`src/include/power_monitor_regs.svh`:
```
`ifndef POWER_MONITOR_REGS_SVH
`define POWER_MONITOR_REGS_SVH

// command codes
`define CMD_MODE_CONFIG     8'h00
`define CMD_SENSE_DROP      8'h01
`define CMD_RAIL_LEVEL      8'h02
`define CMD_WATTS           8'h03
`define CMD_AMPS            8'h04
`define CMD_SCALE_FACTOR    8'h05
`define CMD_WARNING_MASK    8'h06
`define CMD_WARNING_THRESH  8'h07
`define CMD_MAKER_CODE      8'hFE
`define CMD_SILICON_CODE    8'hFF

// reset values
`define MODE_CONFIG_RST     16'h4127
`define RESULT_RST          16'h0000
`define RW_REG_RST          16'h0000
`define UNMAPPED_READ       16'h0000

// configuration field positions
`define CFG_SOFT_RST_BIT    15
`define CFG_AVG_MSB         11
`define CFG_AVG_LSB         9
`define CFG_RAIL_CT_MSB     8
`define CFG_RAIL_CT_LSB     6
`define CFG_SENSE_CT_MSB    5
`define CFG_SENSE_CT_LSB    3
`define CFG_OP_MSB          2
`define CFG_OP_LSB          0
// op select: bit0 sense, bit1 rail, bit2 continuous
`define OP_SENSE_BIT        0
`define OP_RAIL_BIT         1
`define OP_CONT_BIT         2

// conversion times in microseconds, codes 0..7
`define CT_US_0             14'd139
`define CT_US_1             14'd203
`define CT_US_2             14'd269
`define CT_US_3             14'd525
`define CT_US_4             14'd1037
`define CT_US_5             14'd2061
`define CT_US_6             14'd4109
`define CT_US_7             14'd8205

// averaging sample counts, codes 0..7
`define AVG_N_0             11'd1
`define AVG_N_1             11'd4
`define AVG_N_2             11'd16
`define AVG_N_3             11'd64
`define AVG_N_4             11'd128
`define AVG_N_5             11'd256
`define AVG_N_6             11'd512
`define AVG_N_7             11'd1024

// timing base
`define CLK_PERIOD_NS       10
`define US_NS               1000
`define US_CYCLES_DFLT      (`US_NS / `CLK_PERIOD_NS)

`endif

```
`src/include/power_monitor_pkg.sv`:
```
package power_monitor_pkg;
	// converter phase, gray along idle -> sense -> rail
	typedef enum logic [1:0] {
		PH_IDLE  = 2'b00,
		PH_SENSE = 2'b01,
		PH_RAIL  = 2'b11
	} conv_phase_t;

	typedef logic [15:0] reg16_t;
	typedef logic [7:0]  cmd_code_t;
	typedef logic [2:0]  field3_t;
endpackage

```
`src/verilog/conv_pacer.sv`:
```
`include "power_monitor_regs.svh"

module conv_pacer (
	input  wire logic                            clk_i,
	input  wire logic                            sys_rst_i,
	input  wire logic                            run_i,
	input  wire logic                            restart_i,
	input  wire logic                            us_tick_i,
	input  wire power_monitor_pkg::field3_t      op_select_i,
	input  wire power_monitor_pkg::field3_t      avg_select_i,
	input  wire power_monitor_pkg::field3_t      sense_ct_i,
	input  wire power_monitor_pkg::field3_t      rail_ct_i,
	output power_monitor_pkg::conv_phase_t       conv_phase_o,
	output logic                                 sample_done_o,
	output logic                                 pass_done_o
);
	import power_monitor_pkg::*;

	conv_phase_t  phase;
	logic [13:0]  us_cnt;
	logic [10:0]  avg_cnt;
	logic         conv_end;
	logic         last_sample;
	logic         next_round;
	conv_phase_t  next_phase;

	// conversion time code to microseconds
	function automatic logic [13:0] conv_us(input field3_t code);
		unique case (code)
			3'h0: conv_us = `CT_US_0;
			3'h1: conv_us = `CT_US_1;
			3'h2: conv_us = `CT_US_2;
			3'h3: conv_us = `CT_US_3;
			3'h4: conv_us = `CT_US_4;
			3'h5: conv_us = `CT_US_5;
			3'h6: conv_us = `CT_US_6;
			3'h7: conv_us = `CT_US_7;
		endcase
	endfunction

	// averaging code to sample count
	function automatic logic [10:0] avg_n(input field3_t code);
		unique case (code)
			3'h0: avg_n = `AVG_N_0;
			3'h1: avg_n = `AVG_N_1;
			3'h2: avg_n = `AVG_N_2;
			3'h3: avg_n = `AVG_N_3;
			3'h4: avg_n = `AVG_N_4;
			3'h5: avg_n = `AVG_N_5;
			3'h6: avg_n = `AVG_N_6;
			3'h7: avg_n = `AVG_N_7;
		endcase
	endfunction

	// current conversion ends on the last microsecond tick
	always_comb begin
		conv_end = 1'b0;
		if (phase == PH_SENSE)
			conv_end = us_tick_i && (us_cnt == conv_us(sense_ct_i) - 14'd1);
		else if (phase == PH_RAIL)
			conv_end = us_tick_i && (us_cnt == conv_us(rail_ct_i) - 14'd1);
	end

	// sample completes after rail, or after sense when rail is off
	assign sample_done_o = conv_end &&
		(phase == PH_RAIL || !op_select_i[`OP_RAIL_BIT]);
	assign last_sample = avg_cnt == avg_n(avg_select_i) - 11'd1;
	assign pass_done_o = sample_done_o && last_sample;
	// triggered mode stops after one averaged pass
	assign next_round  = !(last_sample && !op_select_i[`OP_CONT_BIT]);
	assign conv_phase_o = phase;

	// first phase of a sample, by the selected signals
	always_comb begin
		if (op_select_i[`OP_SENSE_BIT])
			next_phase = PH_SENSE;
		else if (op_select_i[`OP_RAIL_BIT])
			next_phase = PH_RAIL;
		else
			next_phase = PH_IDLE;
	end

	// phase sequencing; a halt drops straight to idle
	always_ff @(posedge clk_i) begin
		if (sys_rst_i || !run_i) begin
			phase <= PH_IDLE;
		end else if (restart_i) begin
			phase <= next_phase;
		end else begin
			unique case (phase)
				PH_IDLE: phase <= PH_IDLE;
				PH_SENSE: begin
					if (conv_end && op_select_i[`OP_RAIL_BIT])
						phase <= PH_RAIL;
					else if (conv_end)
						phase <= next_round ? next_phase : PH_IDLE;
				end
				PH_RAIL: begin
					if (conv_end)
						phase <= next_round ? next_phase : PH_IDLE;
				end
				default: phase <= PH_IDLE;
			endcase
		end
	end

	// microsecond count inside one conversion
	always_ff @(posedge clk_i) begin
		if (sys_rst_i || !run_i || restart_i || conv_end)
			us_cnt <= 14'd0;
		else if (us_tick_i && phase != PH_IDLE)
			us_cnt <= us_cnt + 14'd1;
	end

	// samples gathered toward one averaged result
	always_ff @(posedge clk_i) begin
		if (sys_rst_i || !run_i || restart_i || pass_done_o)
			avg_cnt <= 11'd0;
		else if (sample_done_o)
			avg_cnt <= avg_cnt + 11'd1;
	end
endmodule

```
`src/verilog/power_monitor_register_bank.sv`:
```
// Contract
// - all registers 16 bits, moved as two bytes, picked by 8-bit command code
// - config reads never alter settings nor disturb a running conversion
// - config write halts conversion until transfer ends, then restarts fresh
// - writing config bit 15 as 1 restores all defaults; bit self-clears
// - config bits 11:9 pick 1,4,16,64,128,256,512,1024 averaged samples
// - config at code 00h is read-write, resets to 4127h
// - config layout: reset, unused 14:12, averaging, rail time, sense time, mode
// - config bits 1:0 pick which signals are converted, bit 2 picks continuous
// - code 01h returns sense measurement, read-only, resets to zero
// - code 02h returns rail measurement, read-only, resets to zero
// - each conversion time code picks 139 to 8205 microseconds, default 1037
`include "power_monitor_regs.svh"

module power_monitor_register_bank #(
	parameter int unsigned US_CYCLES    = `US_CYCLES_DFLT,
	parameter logic [15:0] MAKER_CODE   = 16'h0A5C, // arbitrary value
	parameter logic [15:0] SILICON_CODE = 16'h03C1  // arbitrary value
) (
	input  wire logic                            clk_i,
	input  wire logic                            sys_rst_i,
	input  wire logic                            cmd_valid_i,
	input  wire power_monitor_pkg::cmd_code_t    cmd_code_i,
	input  wire logic                            wr_byte_valid_i,
	input  wire logic [7:0]                      wr_byte_i,
	input  wire logic                            rd_byte_req_i,
	input  wire logic                            xfer_end_i,
	input  wire logic                            meas_valid_i,
	input  wire power_monitor_pkg::reg16_t       sense_meas_i,
	input  wire power_monitor_pkg::reg16_t       rail_meas_i,
	input  wire power_monitor_pkg::reg16_t       watts_meas_i,
	input  wire power_monitor_pkg::reg16_t       amps_meas_i,
	output logic [7:0]                           rd_byte_o,
	output power_monitor_pkg::field3_t           sample_average_select_o,
	output power_monitor_pkg::field3_t           rail_conv_time_o,
	output power_monitor_pkg::field3_t           sense_conv_time_o,
	output power_monitor_pkg::field3_t           op_select_o,
	output power_monitor_pkg::reg16_t            scale_factor_o,
	output power_monitor_pkg::reg16_t            warning_mask_control_o,
	output power_monitor_pkg::reg16_t            warning_threshold_o,
	output power_monitor_pkg::conv_phase_t       conv_phase_o,
	output logic                                 sample_done_o,
	output logic                                 pass_done_o,
	output logic                                 conv_halted_o
);
	import power_monitor_pkg::*;

	cmd_code_t   cmd_ptr;
	logic        wr_phase;
	logic [7:0]  wr_hi;
	logic        rd_phase;
	logic [7:0]  rd_lo;
	logic        wr_commit;
	logic        soft_rst;
	logic        bank_rst;
	logic        halt;
	logic        restart;
	logic [15:0] us_div;
	logic        us_tick;
	reg16_t      wr_word;
	reg16_t      rd_word;
	reg16_t      mode_config;
	reg16_t      sense_drop_result;
	reg16_t      rail_level_result;
	reg16_t      watts_result;
	reg16_t      amps_result;
	reg16_t      scale_factor;
	reg16_t      warning_mask_control;
	reg16_t      warning_threshold;

	// second data byte completes a 16-bit write, high byte first
	assign wr_word   = {wr_hi, wr_byte_i};
	assign wr_commit = wr_byte_valid_i && wr_phase;
	assign soft_rst  = wr_commit && cmd_ptr == `CMD_MODE_CONFIG &&
		wr_word[`CFG_SOFT_RST_BIT];
	assign bank_rst  = sys_rst_i || soft_rst;

	// command pointer; a new command restarts the byte pairing
	always_ff @(posedge clk_i) begin
		if (sys_rst_i)
			cmd_ptr <= `CMD_MODE_CONFIG;
		else if (cmd_valid_i)
			cmd_ptr <= cmd_code_i;
	end

	// write byte pairing
	always_ff @(posedge clk_i) begin
		if (sys_rst_i || cmd_valid_i || xfer_end_i) begin
			wr_phase <= 1'b0;
			wr_hi    <= 8'h00;
		end else if (wr_byte_valid_i) begin
			wr_phase <= !wr_phase;
			if (!wr_phase)
				wr_hi <= wr_byte_i;
		end
	end

	// configuration; the reset bit is never stored so it reads zero
	always_ff @(posedge clk_i) begin
		if (bank_rst)
			mode_config <= `MODE_CONFIG_RST;
		else if (wr_commit && cmd_ptr == `CMD_MODE_CONFIG)
			mode_config <= {1'b0, wr_word[14:0]};
	end

	// read-write working registers
	always_ff @(posedge clk_i) begin
		if (bank_rst) begin
			scale_factor         <= `RW_REG_RST;
			warning_mask_control <= `RW_REG_RST;
			warning_threshold    <= `RW_REG_RST;
		end else if (wr_commit) begin
			if (cmd_ptr == `CMD_SCALE_FACTOR)
				scale_factor <= wr_word;
			if (cmd_ptr == `CMD_WARNING_MASK)
				warning_mask_control <= wr_word;
			if (cmd_ptr == `CMD_WARNING_THRESH)
				warning_threshold <= wr_word;
		end
	end

	// results load only from the measurement path, host writes ignored
	always_ff @(posedge clk_i) begin
		if (bank_rst) begin
			sense_drop_result <= `RESULT_RST;
			rail_level_result <= `RESULT_RST;
			watts_result      <= `RESULT_RST;
			amps_result       <= `RESULT_RST;
		end else if (meas_valid_i) begin
			sense_drop_result <= sense_meas_i;
			rail_level_result <= rail_meas_i;
			watts_result      <= watts_meas_i;
			amps_result       <= amps_meas_i;
		end
	end

	// read selection; pure mux so reads have no side effect
	always_comb begin
		unique case (cmd_ptr)
			`CMD_MODE_CONFIG:    rd_word = mode_config;
			`CMD_SENSE_DROP:     rd_word = sense_drop_result;
			`CMD_RAIL_LEVEL:     rd_word = rail_level_result;
			`CMD_WATTS:          rd_word = watts_result;
			`CMD_AMPS:           rd_word = amps_result;
			`CMD_SCALE_FACTOR:   rd_word = scale_factor;
			`CMD_WARNING_MASK:   rd_word = warning_mask_control;
			`CMD_WARNING_THRESH: rd_word = warning_threshold;
			`CMD_MAKER_CODE:     rd_word = MAKER_CODE;
			`CMD_SILICON_CODE:   rd_word = SILICON_CODE;
			default:             rd_word = `UNMAPPED_READ;
		endcase
	end

	// read bytes; low byte snapped with high so a word never tears
	always_ff @(posedge clk_i) begin
		if (sys_rst_i || cmd_valid_i || xfer_end_i) begin
			rd_phase <= 1'b0;
		end else if (rd_byte_req_i) begin
			rd_phase <= !rd_phase;
		end
	end

	always_ff @(posedge clk_i) begin
		if (sys_rst_i) begin
			rd_byte_o <= 8'h00;
			rd_lo     <= 8'h00;
		end else if (rd_byte_req_i && !rd_phase) begin
			rd_byte_o <= rd_word[15:8];
			rd_lo     <= rd_word[7:0];
		end else if (rd_byte_req_i) begin
			rd_byte_o <= rd_lo;
		end
	end

	// halt from first config data byte to end of transfer; set wins
	always_ff @(posedge clk_i) begin
		if (sys_rst_i)
			halt <= 1'b0;
		else if (wr_byte_valid_i && cmd_ptr == `CMD_MODE_CONFIG)
			halt <= 1'b1;
		else if (xfer_end_i)
			halt <= 1'b0;
	end

	// fresh conversion one cycle after release, or out of reset
	always_ff @(posedge clk_i) begin
		if (sys_rst_i)
			restart <= 1'b1;
		else
			restart <= halt && xfer_end_i &&
				!(wr_byte_valid_i && cmd_ptr == `CMD_MODE_CONFIG);
	end

	// microsecond enable; realigned on restart so the first microsecond
	// of a fresh conversion is never cut short
	always_ff @(posedge clk_i) begin
		if (sys_rst_i || us_tick || restart)
			us_div <= 16'd0;
		else
			us_div <= us_div + 16'd1;
	end
	assign us_tick = us_div == 16'(US_CYCLES - 1);

	conv_pacer u_pacer (
		.clk_i         (clk_i),
		.sys_rst_i     (sys_rst_i),
		.run_i         (!halt),
		.restart_i     (restart),
		.us_tick_i     (us_tick),
		.op_select_i   (mode_config[`CFG_OP_MSB:`CFG_OP_LSB]),
		.avg_select_i  (mode_config[`CFG_AVG_MSB:`CFG_AVG_LSB]),
		.sense_ct_i    (mode_config[`CFG_SENSE_CT_MSB:`CFG_SENSE_CT_LSB]),
		.rail_ct_i     (mode_config[`CFG_RAIL_CT_MSB:`CFG_RAIL_CT_LSB]),
		.conv_phase_o  (conv_phase_o),
		.sample_done_o (sample_done_o),
		.pass_done_o   (pass_done_o)
	);

	// settings to the converter and arithmetic
	assign sample_average_select_o = mode_config[`CFG_AVG_MSB:`CFG_AVG_LSB];
	assign rail_conv_time_o  = mode_config[`CFG_RAIL_CT_MSB:`CFG_RAIL_CT_LSB];
	assign sense_conv_time_o = mode_config[`CFG_SENSE_CT_MSB:`CFG_SENSE_CT_LSB];
	assign op_select_o            = mode_config[`CFG_OP_MSB:`CFG_OP_LSB];
	assign scale_factor_o         = scale_factor;
	assign warning_mask_control_o = warning_mask_control;
	assign warning_threshold_o    = warning_threshold;
	assign conv_halted_o          = halt;
endmodule
```
`config.mk`:
```
export PLATFORM = sky130hd
export DESIGN_NAME = power_monitor_register_bank
export DESIGN_NICKNAME = d
export VERILOG_FILES = /design/src/include/power_monitor_pkg.sv /design/src/verilog/conv_pacer.sv /design/src/verilog/power_monitor_register_bank.sv
export VERILOG_INCLUDE_DIRS = /design/src /design/src/include
export SDC_FILE = /design/constraint.sdc
export NUM_CORES = 1
export LEC_CHECK = 0
export CAP_MARGIN = 20
export CORE_ASPECT_RATIO = 1.4
export CORE_MARGIN = 2
export CORE_UTILIZATION = 35
export CTS_BUF_LIST = sky130_fd_sc_hd__clkbuf_4 sky130_fd_sc_hd__clkbuf_8
export CTS_CLUSTER_DIAMETER = 120
export DETAILED_ROUTE_END_ITERATION = 16
export DONT_BUFFER_PORTS = 1
export PLACE_DENSITY = 0.6
export REMOVE_ABC_BUFFERS = 1
export SETUP_SLACK_MARGIN = 0.1
export SLEW_MARGIN = 20
export SYNTH_ARGS = -nofsm -noshare
export SYNTH_HDL_FRONTEND = slang
export SYNTH_SLANG_ARGS = --single-unit
```
`constraint.sdc`:
```
create_clock -name clk_i -period 2.2 [get_ports clk_i]
set_clock_uncertainty 0.15 [all_clocks]
set_input_delay 0.11 -clock clk_i [delete_from_list [all_inputs] [get_ports clk_i]]
set_output_delay 0.11 -clock clk_i [all_outputs]
set_load 0.01 [all_outputs]
```
==> out/metrics.cfg <==
[timing]
setup_ws_ns=-0.178
setup_viol=7
clock.fmax_ghz=0.420
rsz0062_at_grt=true
drv_slew=0
tightest_slew_ns=0.686
tns_ns=-0.464
fin_crit_sh_pct=108
hold_viol=0
period_minus_slack_ns=2.38
max_slew_margin_pct=54.2

[clock_tree]
cts_tree=yes
cts.htree.levels=2
clk_pin_slew_ns=0.07
clk_latency_ns=0.54
clock_sinks=232
cts-buffers-inserted=40
cts-root-buf=clkbuf_8
clock_path_buffers=3

[routing]
dr_total_vias=9571
post_drt_wl_per_cell_um=19.9
viasPerCell=5.35
dr.pass1.iters=5
drcViolationCount=0
wirelength_um=35600
drtAntennaViolNets=0
first_iter_violations=549

[yosys]
yosys.area.top_type=dfxtp_1
yosys-top-cells-area=dfxtp_1, mux2i_1, nor2_1, mux4_2, nand2_1
yosysWarnings=0
synth_cell_types=65
synth-seq-cells=232
synth_cells=1128
yosysTopAreaCellShare_pct=44.4
synth_area_um2=10500
synth_edf_count=0
synth_area_per_cell_um2=9.27
synthFlopType=dfxtp_1
async_flop_share_pct=0
yosysSeqAreaShare_pct=44.4

[layout]
mostFrequentLayoutCells=dfxtp_1, nor2_1, dlygate4sd3_1
fillers=2681
synthToLayoutAreaGrowth_pct=41.9
regArea_um2=4670
nets=1475
final_common_cell=dfxtp_1
layout-drive-gt1-share_pct=22.9
multi_input_area_um2=5870
finalInstanceArea_um2=14800
instances_no_fill=1788

[power_and_ir_drop]
leakage_nw=5.66
vdd_drop_max_mv=0.508
p_per_area_nw_per_um2=645

[worst_setup_path]
endpoint=pass_done_o
crit_required_ns=1.94
reg2reg_depth=11
timing.rr.end=u_pacer.avg_cnt[3]
crit_arrival_ns=2.12
criticalPathCategory=flop to output port
end_kind=output port
r2r_slack_ns=-0.09
path_max_fanout=4
startpoint_type=flop

[global_route]
grt_pass1_vias=9678
grt_max_degree=65
grt_pass1_wl_um=53500
grt_use_total_pct=21.8
antenna_found_initial=1
grt.overflow.total=0

[place]
place_congestion=0.878
dp_cells=1523
dp_hpwl_um=22300
placed_area_um2=11400
placement.io_buffers=0

[die]
design.core.area_um2=29300
ioPinCount=160
die_w_um=150
start_util_pct=35.7
num_rows=74
dieHeight_um=209
dieArea_um2=31300

[worst_hold_path]
hold_class=input pin to flop
min-delay-start=wr_byte_valid_i

[run_status]
violations=setup timing
status=finished, violations left

[flow_run]
cap_violations=0

worst min-delay path by stage:
| stage | slack (ns) | cells after the start | endpoint |
|---|---|---|---|
| after floorplan | 0.03 | 1 | conv_halted_o |
| after global placement | 0.04 | 1 | cmd_ptr[1] |
| after detailed placement | 0.04 | 1 | cmd_ptr[1] |
| after CTS | 0.04 | 3 | mode_config[5] |
| after global routing | 0.11 | 3 | mode_config[5] |
| final | 0.1 | 3 | mode_config[5] |
cell usage after synthesis (all sizes together) (4+ instances only):
cell type and instances:
nand4 10, nand2b 13, ha 4, and3 15
nor2b 6, nor3b 5, nor2 188, xor2 24
o41ai 4, a32oi 8, inv 13, buf 33
nor4 8, nand3b 13, dfxtp 232, mux4 16
clkbuf 45, mux2i 137, a311oi 6, o21ai 28
a21oi 45, a211oi 9, o22ai 4, a31oi 9
xnor2 26, o211ai 4, nand2 82, nand3 50
or3 8, a221oi 6, and2 5, mux2 7
a22oi 6, nor3 25
critical path, cell delays in order (launching register included):
cell     delay, ns
dfxtp_2       0.35
inv_2         0.05
ha_4          0.16
nor3b_2       0.15
xnor2_1       0.16
nand4_1       0.12
a211o_1       0.33
buf_6         0.14
nor2_4        0.10
metal layers:
layer,track usage (%),share of wire (%),vias to the layer above
met5,0,0,-
met4,8.17,4.1,0
met3,6.34,6.9,91
met2,39.3,51,300
met1,23.6,38,4670
li1,-,-,4510
stage by stage:
step / utilization [%] / worst slack (ns) / hold slack [ns] / power [mW]
after CTS: 48.5 / -0.219 / 0.0392 / 9.53
after detailed placement: 38.9 / -0.0529 / 0.0392 / 5.12
after global routing: 50.7 / -0.290 / 0.112 / 9.87
after global placement: 38.9 / -0.0459 / 0.0355 / 5.11
after floorplan: - / -2.69 / 0.0291 / 4.85
final: 50.7 / -0.178 / 0.0962 / 9.57
repair_timing:
action                                  4_1_cts  5_1_grt
hold endpoints to repair                    216        0
setup buffers                                14       16
pin swaps                                    28       36
cloned                                        4        5
hold buffers                                161        0
endpoints found under the setup margin      141      150
gates resized for setup                      55      100
cell families (layout without fill, tap and decap cells):
logic type	count (synthesis)	after routing	share of synthesized area (%)
buffers and inverters	92	369	4.02
AOI/OAI and AO/OA	149	151	9.38
DFF	232	232	44.4
muxes	160	160	17.3
adders and majority gates	4	4	0.479
xor gates and xnor gates	50	50	4.19
other	0	1	0
and+or+nand+nor	441	441	20.2
power by group:
| part | switching, mW | internal, mW | total [mW] |
|---|---|---|---|
| combinational | 0.498 | 0.599 | 1.10 |
| clock | 1.81 | 2.25 | 4.06 |
| sequential | 0.102 | 4.31 | 4.41 |
| total | 2.41 | 7.16 | 9.57 |
layout make-up:
class / count / share of cell area, %
Multi-Input combinational cell: 806 / 39.6
Antenna cell: 1 / 0.0169
Timing Repair Buffer: 290 / 19.9
Clock buffer: 54 / 4.63
Sequential cell: 232 / 31.5
Inverter: 14 / 0.396
Tap cell: 380 / 3.21
Clock inverter: 11 / 0.751
Power figures use the tool's default switching activity.
